`src/verilog/isl_consts.svh`:
```
`ifndef ISL_CONSTS_SVH
`define ISL_CONSTS_SVH

// register offsets on the plain register port
`define ISL_ADDR_W 3
`define ISL_OFF_CONTROL0 3'h0
`define ISL_OFF_STATUS_CONTROL 3'h1
`define ISL_OFF_DATA_BUFFER 3'h2
`define ISL_OFF_ADDRESS_STORE 3'h3
`define ISL_OFF_SPI_CONTROL_ALIAS 3'h3
`define ISL_OFF_TIMEOUT_CONTROL 3'h4

// module mode codes
`define ISL_MODE_SPI_SLAVE 3'h5
`define ISL_MODE_I2C_SLAVE 3'h6
`define ISL_MODE_UNUSED 3'h7

// debounce codes and lengths in system clocks
`define ISL_DBNC_OFF 2'h0
`define ISL_DBNC_TWO 2'h1
`define ISL_DBNC_LEN_OFF 3'h0
`define ISL_DBNC_LEN_TWO 3'h2
`define ISL_DBNC_LEN_FOUR 3'h4

// control0 fields
`define ISL_C0_MODE_HI 7
`define ISL_C0_MODE_LO 5
`define ISL_C0_DBNC_HI 3
`define ISL_C0_DBNC_LO 2
`define ISL_C0_ENABLE 1
`define ISL_C0_INCOMPLETE 0

// status/control fields
`define ISL_SC_BYTE_DONE 7
`define ISL_SC_ADDR_MATCH 6
`define ISL_SC_BUS_BUSY 5
`define ISL_SC_TX_SELECT 4
`define ISL_SC_ACK_TO_SEND 3
`define ISL_SC_RW_CAPTURE 2
`define ISL_SC_NO_INT_CLK 1
`define ISL_SC_RX_ACK 0

// timeout control fields
`define ISL_TO_ENABLE 7
`define ISL_TO_FLAG 6
`define ISL_TO_SEL_HI 5
`define ISL_TO_SEL_LO 0

// reset values
`define ISL_RST_MODE 3'h7
`define ISL_RST_BYTE_DONE 1'h1
`define ISL_RST_RX_ACK 1'h1

// bit counts
`define ISL_BYTE_BITS 4'h8
`define ISL_TO_SUB_SHIFT 5

// timing: sub clock period and system clock period in ns
`define ISL_SUB_PERIOD_NS 32000
`define ISL_CLK_PERIOD_NS 8
`define ISL_SUB_CYCLES (`ISL_SUB_PERIOD_NS / `ISL_CLK_PERIOD_NS)

`endif

```
`src/verilog/isl_pkg.sv`:
```
`default_nettype none
package isl_pkg;

  typedef enum logic [3:0] {
    st_idle,
    st_addr,
    st_ack_addr,
    st_hold,
    st_rx,
    st_ack_rx,
    st_tx,
    st_ack_tx,
    st_wait
  } isl_state_t;

endpackage
`default_nettype wire

```
`src/verilog/isl_slave.sv`:
```
`include "isl_consts.svh"
`default_nettype none
module isl_slave
  import isl_pkg::*;
#(
  parameter int unsigned SUB_CYCLES = `ISL_SUB_CYCLES
) (
  // clock and reset
  input wire logic clock,
  input wire logic rst_n,
  // register port
  input wire logic [`ISL_ADDR_W-1:0] reg_addr,
  input wire logic [7:0] reg_wdata,
  input wire logic reg_write,
  input wire logic reg_read,
  output logic [7:0] reg_rdata,
  // bus clock line
  input wire logic scl_in,
  output logic scl_out,
  output logic scl_oe,
  // bus data line
  input wire logic sda_in,
  output logic sda_out,
  output logic sda_oe,
  // event pulse
  output logic transfer_event
);

  // software registers
  logic [2:0] module_mode_select;
  logic [1:0] debounce_select;
  logic module_enable;
  logic incomplete_transfer_flag;
  logic byte_complete_flag;
  logic address_match_flag;
  logic bus_busy_flag;
  logic transmit_select;
  logic ack_to_send;
  logic read_write_capture;
  logic no_internal_clock;
  logic received_ack_flag;
  logic [7:0] serial_data_buffer;
  logic [7:0] slave_address_store;
  logic timeout_enable;
  logic timeout_flag;
  logic [5:0] timeout_period_select;

  // engine state
  isl_state_t state;
  logic [3:0] bit_cnt;
  logic [7:0] shreg;
  logic enable_d;
  logic [15:0] sub_cnt;
  logic [11:0] to_cnt;

  logic wr_c0, wr_sc, wr_data, wr_addr, wr_to, buf_touch;
  logic active, en_rise;
  logic [1:0] line_in, filt, filt_d;
  logic [2:0] need;
  logic scl_rise, scl_fall, start_ev, stop_ev;
  logic addr_done, match, rx_done, tx_done, ack_sample, byte_begin;
  logic to_run, to_hit;
  logic [6:0] sel_plus1;
  logic [11:0] to_limit;
  logic [7:0] tx_src;

  assign wr_c0 = reg_write && reg_addr == `ISL_OFF_CONTROL0;
  assign wr_sc = reg_write && reg_addr == `ISL_OFF_STATUS_CONTROL;
  assign wr_data = reg_write && reg_addr == `ISL_OFF_DATA_BUFFER;
  assign wr_addr = reg_write && reg_addr == `ISL_OFF_ADDRESS_STORE;
  assign wr_to = reg_write && reg_addr == `ISL_OFF_TIMEOUT_CONTROL;
  assign buf_touch = (reg_read || reg_write)
                     && reg_addr == `ISL_OFF_DATA_BUFFER;

  assign active = module_enable
                  && module_mode_select == `ISL_MODE_I2C_SLAVE;
  assign en_rise = module_enable && !enable_d
                   && module_mode_select == `ISL_MODE_I2C_SLAVE;

  // software-only control bits
  always_ff @(posedge clock or negedge rst_n) begin
    if (!rst_n) begin
      module_mode_select <= `ISL_RST_MODE;
      debounce_select <= 2'h0;
      module_enable <= 1'b0;
      incomplete_transfer_flag <= 1'b0;
      transmit_select <= 1'b0;
      ack_to_send <= 1'b0;
      no_internal_clock <= 1'b0;
      slave_address_store <= 8'h00;
      timeout_enable <= 1'b0;
      timeout_period_select <= 6'h00;
    end else begin
      if (wr_c0) begin
        module_mode_select <= reg_wdata[`ISL_C0_MODE_HI:`ISL_C0_MODE_LO];
        debounce_select <= reg_wdata[`ISL_C0_DBNC_HI:`ISL_C0_DBNC_LO];
        module_enable <= reg_wdata[`ISL_C0_ENABLE];
        incomplete_transfer_flag <= reg_wdata[`ISL_C0_INCOMPLETE];
      end
      if (wr_sc) begin
        transmit_select <= reg_wdata[`ISL_SC_TX_SELECT];
        ack_to_send <= reg_wdata[`ISL_SC_ACK_TO_SEND];
        no_internal_clock <= reg_wdata[`ISL_SC_NO_INT_CLK];
      end
      if (wr_addr) begin
        slave_address_store <= reg_wdata;
      end
      if (wr_to) begin
        timeout_enable <= reg_wdata[`ISL_TO_ENABLE];
        timeout_period_select <= reg_wdata[`ISL_TO_SEL_HI:`ISL_TO_SEL_LO];
      end
    end
  end

  always_ff @(posedge clock or negedge rst_n) begin
    if (!rst_n) begin
      enable_d <= 1'b0;
    end else begin
      enable_d <= module_enable;
    end
  end

  // line sampling and debounce, index 0 clock line, 1 data line
  assign line_in = {sda_in, scl_in};
  always_comb begin
    if (debounce_select == `ISL_DBNC_OFF) begin
      need = `ISL_DBNC_LEN_OFF;
    end else if (debounce_select == `ISL_DBNC_TWO) begin
      need = `ISL_DBNC_LEN_TWO;
    end else begin
      need = `ISL_DBNC_LEN_FOUR;
    end
  end

  genvar g;
  generate
    for (g = 0; g < 2; g++) begin : g_line
      logic s1, s2, f, fd;
      logic [2:0] stab;
      assign filt[g] = f;
      assign filt_d[g] = fd;
      always_ff @(posedge clock or negedge rst_n) begin
        if (!rst_n) begin
          s1 <= 1'b1;
          s2 <= 1'b1;
        end else begin
          s1 <= line_in[g];
          s2 <= s1;
        end
      end
      always_ff @(posedge clock or negedge rst_n) begin
        if (!rst_n) begin
          f <= 1'b1;
          fd <= 1'b1;
          stab <= 3'h0;
        end else begin
          fd <= f;
          if (s2 == f) begin
            stab <= 3'h0;
          end else if (3'(stab + 3'h1) >= need) begin
            f <= s2;
            stab <= 3'h0;
          end else begin
            stab <= 3'(stab + 3'h1);
          end
        end
      end
    end
  endgenerate

  assign scl_rise = filt[0] && !filt_d[0];
  assign scl_fall = !filt[0] && filt_d[0];
  assign start_ev = !filt[1] && filt_d[1] && filt[0] && filt_d[0];
  assign stop_ev = filt[1] && !filt_d[1] && filt[0] && filt_d[0];

  assign match = shreg[7:1] == slave_address_store[7:1];
  assign addr_done = state == st_addr && scl_fall
                     && bit_cnt == `ISL_BYTE_BITS;
  assign rx_done = state == st_rx && scl_fall && bit_cnt == `ISL_BYTE_BITS;
  assign tx_done = state == st_tx && scl_fall && bit_cnt == `ISL_BYTE_BITS;
  assign ack_sample = state == st_ack_tx && scl_rise;
  assign byte_begin = (state == st_rx || state == st_tx) && scl_rise
                      && bit_cnt == 4'h0;
  assign tx_src = wr_data ? reg_wdata : serial_data_buffer;

  // bit engine
  always_ff @(posedge clock or negedge rst_n) begin
    if (!rst_n) begin
      state <= st_idle;
      bit_cnt <= 4'h0;
      shreg <= 8'h00;
      sda_oe <= 1'b0;
      scl_oe <= 1'b0;
    end else if (!active || to_hit) begin
      state <= st_idle;
      bit_cnt <= 4'h0;
      sda_oe <= 1'b0;
      scl_oe <= 1'b0;
    end else if (start_ev) begin
      state <= st_addr;
      bit_cnt <= 4'h0;
      sda_oe <= 1'b0;
      scl_oe <= 1'b0;
    end else if (stop_ev) begin
      state <= st_idle;
      sda_oe <= 1'b0;
      scl_oe <= 1'b0;
    end else begin
      case (state)
        st_addr, st_rx: begin
          if (scl_rise) begin
            shreg <= {shreg[6:0], filt[1]};
            bit_cnt <= 4'(bit_cnt + 4'h1);
          end else if (scl_fall && bit_cnt == `ISL_BYTE_BITS) begin
            if (state == st_rx) begin
              sda_oe <= !ack_to_send;
              state <= st_ack_rx;
            end else if (match) begin
              sda_oe <= 1'b1;
              state <= st_ack_addr;
            end else begin
              state <= st_wait;
            end
          end
        end
        st_ack_addr: begin
          if (scl_fall) begin
            sda_oe <= 1'b0;
            scl_oe <= 1'b1;
            state <= st_hold;
          end
        end
        st_ack_rx: begin
          if (scl_fall) begin
            sda_oe <= 1'b0;
            scl_oe <= !ack_to_send;
            state <= ack_to_send ? st_wait : st_hold;
          end
        end
        st_hold: begin
          if (buf_touch) begin
            scl_oe <= 1'b0;
            bit_cnt <= 4'h0;
            if (transmit_select) begin
              shreg <= tx_src;
              sda_oe <= !tx_src[7];
              state <= st_tx;
            end else begin
              sda_oe <= 1'b0;
              state <= st_rx;
            end
          end
        end
        st_tx: begin
          if (scl_rise) begin
            bit_cnt <= 4'(bit_cnt + 4'h1);
          end else if (scl_fall) begin
            if (bit_cnt == `ISL_BYTE_BITS) begin
              sda_oe <= 1'b0;
              state <= st_ack_tx;
            end else begin
              sda_oe <= !shreg[6];
              shreg <= {shreg[6:0], 1'b0};
            end
          end
        end
        st_ack_tx: begin
          if (scl_fall) begin
            scl_oe <= !received_ack_flag;
            state <= received_ack_flag ? st_wait : st_hold;
          end
        end
        st_idle, st_wait: begin
          state <= state;
        end
        default: begin
          state <= st_idle;
        end
      endcase
    end
  end

  // open-drain: only ever pull low, master owns the clock
  always_ff @(posedge clock or negedge rst_n) begin
    if (!rst_n) begin
      sda_out <= 1'b0;
      scl_out <= 1'b0;
    end else begin
      sda_out <= 1'b0;
      scl_out <= 1'b0;
    end
  end

  // shared data buffer
  always_ff @(posedge clock or negedge rst_n) begin
    if (!rst_n) begin
      serial_data_buffer <= 8'h00;
    end else if (rx_done && active) begin
      serial_data_buffer <= shreg;
    end else if (wr_data) begin
      serial_data_buffer <= reg_wdata;
    end
  end

  // status flags
  always_ff @(posedge clock or negedge rst_n) begin
    if (!rst_n) begin
      byte_complete_flag <= `ISL_RST_BYTE_DONE;
      address_match_flag <= 1'b0;
      bus_busy_flag <= 1'b0;
      read_write_capture <= 1'b0;
      received_ack_flag <= `ISL_RST_RX_ACK;
    end else if (en_rise) begin
      byte_complete_flag <= `ISL_RST_BYTE_DONE;
      address_match_flag <= 1'b0;
      bus_busy_flag <= 1'b0;
      read_write_capture <= 1'b0;
      received_ack_flag <= `ISL_RST_RX_ACK;
    end else if (active) begin
      if (start_ev) begin
        bus_busy_flag <= 1'b1;
      end else if (stop_ev) begin
        bus_busy_flag <= 1'b0;
      end
      if (addr_done) begin
        address_match_flag <= match;
        byte_complete_flag <= match;
        if (match) begin
          read_write_capture <= shreg[0];
        end
      end else if (rx_done || tx_done) begin
        byte_complete_flag <= 1'b1;
      end else if (byte_begin || start_ev) begin
        byte_complete_flag <= 1'b0;
        address_match_flag <= 1'b0;
      end
      if (ack_sample) begin
        received_ack_flag <= filt[1];
      end
    end
  end

  // bus timeout
  assign sel_plus1 = 7'({1'b0, timeout_period_select} + 7'h1);
  assign to_limit = {sel_plus1, 5'h00};
  assign to_run = active && timeout_enable && state != st_idle;
  assign to_hit = to_run && to_cnt == to_limit;

  always_ff @(posedge clock or negedge rst_n) begin
    if (!rst_n) begin
      sub_cnt <= 16'h0000;
      to_cnt <= 12'h000;
    end else if (!to_run || scl_rise || scl_fall) begin
      sub_cnt <= 16'h0000;
      to_cnt <= 12'h000;
    end else if (sub_cnt == 16'(SUB_CYCLES - 1)) begin
      sub_cnt <= 16'h0000;
      to_cnt <= 12'(to_cnt + 12'h001);
    end else begin
      sub_cnt <= 16'(sub_cnt + 16'h0001);
    end
  end

  always_ff @(posedge clock or negedge rst_n) begin
    if (!rst_n) begin
      timeout_flag <= 1'b0;
    end else if (to_hit) begin
      timeout_flag <= 1'b1;
    end else if (wr_to) begin
      timeout_flag <= reg_wdata[`ISL_TO_FLAG];
    end
  end

  always_ff @(posedge clock or negedge rst_n) begin
    if (!rst_n) begin
      transfer_event <= 1'b0;
    end else begin
      transfer_event <= active
                        && ((addr_done && match) || rx_done || tx_done
                            || to_hit);
    end
  end

  // register read, data valid the cycle after the strobe
  always_ff @(posedge clock or negedge rst_n) begin
    if (!rst_n) begin
      reg_rdata <= 8'h00;
    end else if (reg_read) begin
      case (reg_addr)
        `ISL_OFF_CONTROL0:
          reg_rdata <= {module_mode_select, 1'b0, debounce_select,
                        module_enable, incomplete_transfer_flag};
        `ISL_OFF_STATUS_CONTROL:
          reg_rdata <= {byte_complete_flag, address_match_flag,
                        bus_busy_flag, transmit_select, ack_to_send,
                        read_write_capture, no_internal_clock,
                        received_ack_flag};
        `ISL_OFF_DATA_BUFFER:
          reg_rdata <= serial_data_buffer;
        `ISL_OFF_ADDRESS_STORE:
          reg_rdata <= slave_address_store;
        `ISL_OFF_TIMEOUT_CONTROL:
          reg_rdata <= {timeout_enable, timeout_flag, timeout_period_select};
        default:
          reg_rdata <= 8'h00;
      endcase
    end else begin
      reg_rdata <= 8'h00;
    end
  end

  // checks
  lines_float_a: assert property (@(posedge clock) disable iff (!rst_n)
    !active |=> !sda_oe && !scl_oe)
    else $error("lines driven while interface is off");

  busy_start_a: assert property (@(posedge clock) disable iff (!rst_n)
    active && start_ev && !en_rise |=> bus_busy_flag)
    else $error("busy flag not set on start");

  busy_stop_a: assert property (@(posedge clock) disable iff (!rst_n)
    active && stop_ev && !start_ev && !en_rise |=> !bus_busy_flag)
    else $error("busy flag not cleared on stop");

  enable_flags_a: assert property (@(posedge clock) disable iff (!rst_n)
    en_rise |=> byte_complete_flag && !address_match_flag
                && !bus_busy_flag && received_ack_flag)
    else $error("flags not restored on enable");

  addr_ack_a: assert property (@(posedge clock) disable iff (!rst_n)
    active && !to_hit && !start_ev && !stop_ev && addr_done && match
    |=> sda_oe && address_match_flag)
    else $error("no ack after address match");

  rx_ack_a: assert property (@(posedge clock) disable iff (!rst_n)
    active && !to_hit && !start_ev && !stop_ev && rx_done
    |=> sda_oe == !$past(ack_to_send) && byte_complete_flag)
    else $error("receive ack level wrong");

  rx_ack_flag_a: assert property (@(posedge clock) disable iff (!rst_n)
    active && ack_sample && !en_rise
    |=> received_ack_flag == $past(filt[1]))
    else $error("received ack not captured");

  byte_start_a: assert property (@(posedge clock) disable iff (!rst_n)
    active && byte_begin && !en_rise |=> !byte_complete_flag)
    else $error("byte flag high during a byte");

  timeout_set_a: assert property (@(posedge clock) disable iff (!rst_n)
    to_hit |=> timeout_flag && state == st_idle && !scl_oe)
    else $error("timeout not taken");

  mode_gate_a: assert property (@(posedge clock) disable iff (!rst_n)
    module_mode_select != `ISL_MODE_I2C_SLAVE |=> !sda_oe ##1 !sda_oe)
    else $error("data line driven outside two-wire mode");

endmodule
`default_nettype wire
```
`config.mk`:
```
export PLATFORM = sky130hd
export DESIGN_NAME = isl_slave
export DESIGN_NICKNAME = d
export VERILOG_FILES = /design/src/verilog/isl_pkg.sv /design/src/verilog/isl_slave.sv
export VERILOG_INCLUDE_DIRS = /design/src /design/src/verilog
export SDC_FILE = /design/constraint.sdc
export NUM_CORES = 1
export LEC_CHECK = 0
export CAP_MARGIN = 15
export CORE_UTILIZATION = 25
export DETAILED_ROUTE_END_ITERATION = 10
export DONT_BUFFER_PORTS = 1
export PLACE_DENSITY = 0.34
export SETUP_SLACK_MARGIN = 0.05
export SLEW_MARGIN = 20
export SYNTH_ARGS = -nofsm -noshare
export SYNTH_HDL_FRONTEND = slang
export SYNTH_SLANG_ARGS = --single-unit
```
`constraint.sdc`:
```
create_clock -name clock -period 3.6 [get_ports clock]
set_clock_uncertainty 0.05 [all_clocks]
set_input_delay 0.36 -clock clock [delete_from_list [all_inputs] [get_ports clock]]
set_output_delay 0.36 -clock clock [all_outputs]
set_load 0.005 [all_outputs]
```
# Word-level counts from Yosys, hierarchy flattened
# Cells that the tools add are included.
# W data, S select, Z words.
# totals
ff_bits,109
in_bits,17
# op_classes
bitwise_logic,5
order_cmp,2
n_mux,89
n_eq_ne,42
add_sub_neg,6
n_reduce_logical,88
# ops
cell,count
$mux W4,21
$mux W8,9
$mux W1,42
$pmux W8 S5,1
$logic_and A1 B1 Y1,33
$mux W16,2
$pmux W4 S7,1
$ne A5 B5 Y1 const B,5
$mux W12,2
$pmux W8 S3,1
$reduce_and A10 Y1,2
$mux W3,6
$add A16 B1 Y16 const B,1
$eq A16 B12 Y1 const B,1
$eq A4 B3 Y1 const B,4
$ne A5 B4 Y1 const B,3
$reduce_bool A7 Y1,2
$add A12 B1 Y12 const B,1
$eq A12 B12 Y1,1
$ne A2 B2 Y1 const B,6
$reduce_bool A2 Y1,6
$reduce_bool A4 Y1,3
$logic_not A1 Y1,11
$logic_or A1 B1 Y1,10
35 further kinds,58

# Logic depth before layout (Yosys ltp)
# depth
word_depth,10
depth_mapped,8

# Least setup slack after synthesis
# No wires, ideal clock.
# synth_timing
path_type,flip-flop to flip-flop
from,register timeout_period_select[0]
to,register shreg[1]
setup_ps,125
period_less_slack_ps,2265
n_path_buf,1
arrival_ps,2090
path_slack_ps,1335
stages_incl_launch_ff,9
t_required_ps,3425
cell_sequence,dfrtp_1 -> ha_1 -> buf_2 -> xor2_1 -> or3_1 -> a21oi_1 -> o311ai_2 -> nand4_4 -> mux2_2
# synth_between
elab_chain_cells,6
# synth_rtl
element,line_no,text
start: declaration,isl_slave.sv:46,logic [5:0] timeout_period_select;
start signal: assignment,isl_slave.sv:110,timeout_period_select <= reg_wdata[`ISL_TO_SEL_HI:`ISL_TO_SEL_LO];
$add A6 B1 Y7,isl_slave.sv:344,"assign sel_plus1 = 7'({1'b0, timeout_period_select} + 7'h1);"
$eq A12 B12 Y1,isl_slave.sv:347,assign to_hit = to_run && to_cnt == to_limit;
$logic_and A1 B1 Y1,isl_slave.sv:347,
$logic_or A1 B1 Y1,isl_slave.sv:194,end else if (!active || to_hit) begin
$not A1 Y1 (no source line),--,
$reduce_and A10 Y1 (no source line),--,
end signal: assignment,isl_slave.sv:212,"shreg <= {shreg[6:0], filt[1]};"
end signal: assignment,isl_slave.sv:245,shreg <= tx_src;
end signal: assignment,isl_slave.sv:263,"shreg <= {shreg[6:0], 1'b0};"
end: declaration,isl_slave.sv:51,logic [7:0] shreg;
# No other way between the ends.
# A chain may end at the register's enable or synchronous reset.

# Worst setup path after layout
# layout_timing
from,register module_mode_select[1]
to,register shreg[6]
# layout_between
elab_chain_cells,8
elab_cells_between_ends,9
classes_between,eq/ne (1); bitwise (1); reduce/logical (7)
# layout_rtl
element,line_no,text
start: declaration,isl_slave.sv:30,logic [2:0] module_mode_select;
start signal: assignment,isl_slave.sv:83,module_mode_select <= `ISL_RST_MODE;
start signal: assignment,isl_slave.sv:95,module_mode_select <= reg_wdata[`ISL_C0_MODE_HI:`ISL_C0_MODE_LO];
$eq A3 B3 Y1 (no source line) *,--,
$logic_and A1 B1 Y1 (no source line) *,--,
$logic_and A1 B1 Y1 (2 in series),isl_slave.sv:346,assign to_run = active && timeout_enable && state != st_idle;
$logic_and A1 B1 Y1,isl_slave.sv:347,
$logic_or A1 B1 Y1 *,isl_slave.sv:194,
$not A1 Y1 (no source line) *,--,
$reduce_and A10 Y1 (no source line) *,--,
# Every way passes the cells marked *; elsewhere a longest branch is shown, timed or not.

==> impl_metrics.toml <==
[floorplan]
fp.dieW_um = 156
core-area_um2 = 23400
die_area_um2 = 24400
io-pin-count = 30
die_h_um = 156
num_rows = 56
initial_core_util = 0.254

[timing]
rsz0062_at_grt = "false"
setup_viol = 0
min_period_ns = 2.72
fin_crit_sh = 0.755
finalHoldViolCount = 0
worst_pin_slew_ns = 0.999
finalSetupTns_ns = 0
max_clock_freq_mhz = 368
relSlewSlack = 0.325
maxSlewViolCount = 0

[route]
routed_via_density = 4.85
dr.first_iter.drc_count = 211
ant_nets = 0
wl_met3_um = 520
wl_met1_um = 7820
vias = 4465
drc = 0
routed_wl_um = 16900
drt_pre_antenna_iters = 4
route.met2.wl_um = 8140
post_drt_wl_per_cell_um = 18.3
top_layer = "met4"

[synthesis]
synth-main-ff-cell = "dfrtp_1"
synth.top_cell.area_share = 0.404
postSynthAreaPerCell_um2 = 9.88
ys_ff_latch = 109
ys_async_sr_fraction = 1.00
seq_area_frac_synth = 0.461
synth_area_um2 = 5950
synth_edf_count = 0
syn_inst = 602
yosys.area.top_type = "dfrtp_1"
synth_cell_types = 66
synth_area_leaders = "dfrtp_1, mux2_2, dfstp_2, nor2_1, xor2_1"
ys_warn_count = 0

[clock_network]
post_cts_resize_count = 0
post_cts_buffers = 0
cts_sinks = 109
cts_root_buffer = "clkbuf_16"
clkTransAtPathRegs_ns = 0.08
cts_tree = "yes"
worstSkewPairLatency_ns = 0.36
numCtsBuffers = 9
htree_num_levels = 3
cts-hold-fix-buffers = 4
cts_max_path_buffers = 2

[finish]
areaGrowthSynthToFinish_pct = 11.1
antenna_cells = 0
fin_nets = 625
drive_above_1_share = 0.141

[critical_path]
cp_slowest_cell = "dfstp_2"
arrival_ns = 2.90
crit_buf_inv = 0
critPathLaunchType = "register"
path_depth = 6
worstRegToRegCells = 6
end_kind = "register"
crit_fanout = 10
path_delay_family = "simple AND/OR/NAND/NOR gates"
cpPeakStageDelay_ns = 0.55
worstPathCellList = "and4b_1 > o311ai_1 > nor4_1 > o311ai_2 > nand4_4 > mux2_2"
crit_type = "reg2reg"
required_ns = 3.79

[job]
cap_violations = 0

[global_route]
grt-ovfl-total = 0
antenna_found_initial = 0
grt_max_degree = 110
grtUsageTotal = 0.147
grt_pass1_wl_um = 26800
grt_pass1_vias = 4483

[pwr]
p_total_mw = 3.18
powerDensity_nw_per_um2 = 481
ir_worst_vdd_v = 0.000210
p_leak_nw = 2.63

[placed_design]
gp_congestion = 0.832
io_buffers = 0
hpwl_um = 12200

[worst_hold_path]
holdPathStages = 2
hold_class = "in2reg"

[outcome]
status = "finished, final reports clean"
==> metal layers <==
| layer | global-route usage | vias to the layer above |
|---|---|---|
| li1 | - | 2138 |
| met3 | 0.0324 | 14 |
| met1 | 0.193 | 2244 |
| met4 | 0.0481 | 0 |
| met2 | 0.238 | 69 |
| met5 | 0 | - |
==> registers in the layout (all words and copies together), names as in the netlist, 6 cells and up <==
register	cells
g_line.stab	6
reg_rdata	8
shreg	8
serial_data_buffer	8
timeout_period_select	6
sub_cnt	16
to_cnt	12
slave_address_store	8
==> worst register-to-register path, stage by stage, from the launching register on <==
cell and delay [ns]:
dfstp_2 0.55, and4b_1 0.49, o311ai_1 0.23, nor4_1 0.41, o311ai_2 0.27, nand4_4 0.24
mux2_2 0.36
==> cells in the mapped netlist (9+ instances only) <==
library cell / n
xnor2_1: 11
or3_1: 9
a21oi_1: 47
nor2_1: 75
clkbuf_1: 15
mux2_2: 31
dfrtp_1: 96
o21ai_0: 31
nor3_1: 16
inv_1: 23
ha_1: 12
nand2_1: 34
nand3_1: 16
xor2_1: 27
dfstp_2: 13
mux2i_1: 20
==> where the power goes <==
part	internal, mW	switching, mW	total, mW
logic	0.248	0.330	0.578
registers	1.40	0.208	1.60
clock network	0.496	0.499	0.995
==> worst paths after layout <==
kind                                       start                 to  slack, ns
max                        module_mode_select[1]           shreg[6]       0.88
max reg2reg                module_mode_select[1]           shreg[6]       0.88
min reg2reg                         g_line[0].s1       g_line[0].s2       0.31
min                                 reg_wdata[3]        ack_to_send       0.08
max in group asynchronous                  rst_n  g_line[0].stab[0]       2.49
min in group asynchronous                  rst_n           state[3]       0.52
==> through the flow <==
| step | hold slack [ns] | instances | area (um^2) | worst slack, ns | utilization |
|---|---|---|---|---|---|
| after floorplan | 0.0144 | 603 | 5950 | 1.34 | - |
| after global placement | 0.0175 | 900 | 6270 | 0.984 | 0.268 |
| after detailed placement | 0.0173 | 900 | 6270 | 0.939 | 0.268 |
| after CTS | 0.0609 | 920 | 6610 | 0.917 | 0.282 |
| after global routing | 0.0740 | 920 | 6610 | 0.714 | 0.282 |
| final | 0.0751 | 920 | 6610 | 0.882 | 0.282 |
==> layout make-up <==
class | count | area (um^2)
Sequential cell | 109 | 2740
Multi-Input combinational cell | 442 | 2990
Tap cell | 319 | 399
Fill cell | 2485 | 16800
Clock inverter | 6 | 46.3
Clock buffer | 10 | 239
Timing Repair Buffer | 11 | 110
Inverter | 23 | 86.3
==> logic make-up (layout without fill, tap and decap cells) <==
family / count (synthesis) / count (layout) / share of synthesized area
multiplexers: 52 / 52 / 0.0942
buffers and inverters: 52 / 50 / 0.0389
flip-flops: 109 / 109 / 0.461
AND/OR/NAND/NOR: 214 / 214 / 0.188
AO/OA/AOI/OAI: 124 / 124 / 0.136
other: 1 / 2 / 0.000630
adder cells (fa/ha/maj): 12 / 12 / 0.0252
XOR/XNOR: 38 / 38 / 0.0559
==> cells in the final DEF (no fill, tap or decap), types with 7 or more instances in the layout <==
| cell type | synthesis | routed |
|---|---|---|
| buf_4 | 3 | 7 |
| nand2_1 | 34 | 34 |
| clkbuf_16 | 0 | 9 |
| nand3_1 | 16 | 16 |
| a21oi_1 | 47 | 47 |
| nor2_1 | 75 | 75 |
| nand4_1 | 7 | 7 |
| xor2_1 | 27 | 27 |
| mux2_2 | 31 | 31 |
| or3_1 | 9 | 9 |
| dfrtp_1 | 96 | 96 |
| xnor2_1 | 11 | 11 |
| inv_1 | 23 | 23 |
| nor3_1 | 16 | 16 |
| dfstp_2 | 13 | 13 |
| a22oi_1 | 7 | 7 |
| o21ai_0 | 31 | 31 |
| mux2i_1 | 20 | 20 |
| ha_1 | 12 | 12 |
Power figures use the tool's default switching activity.
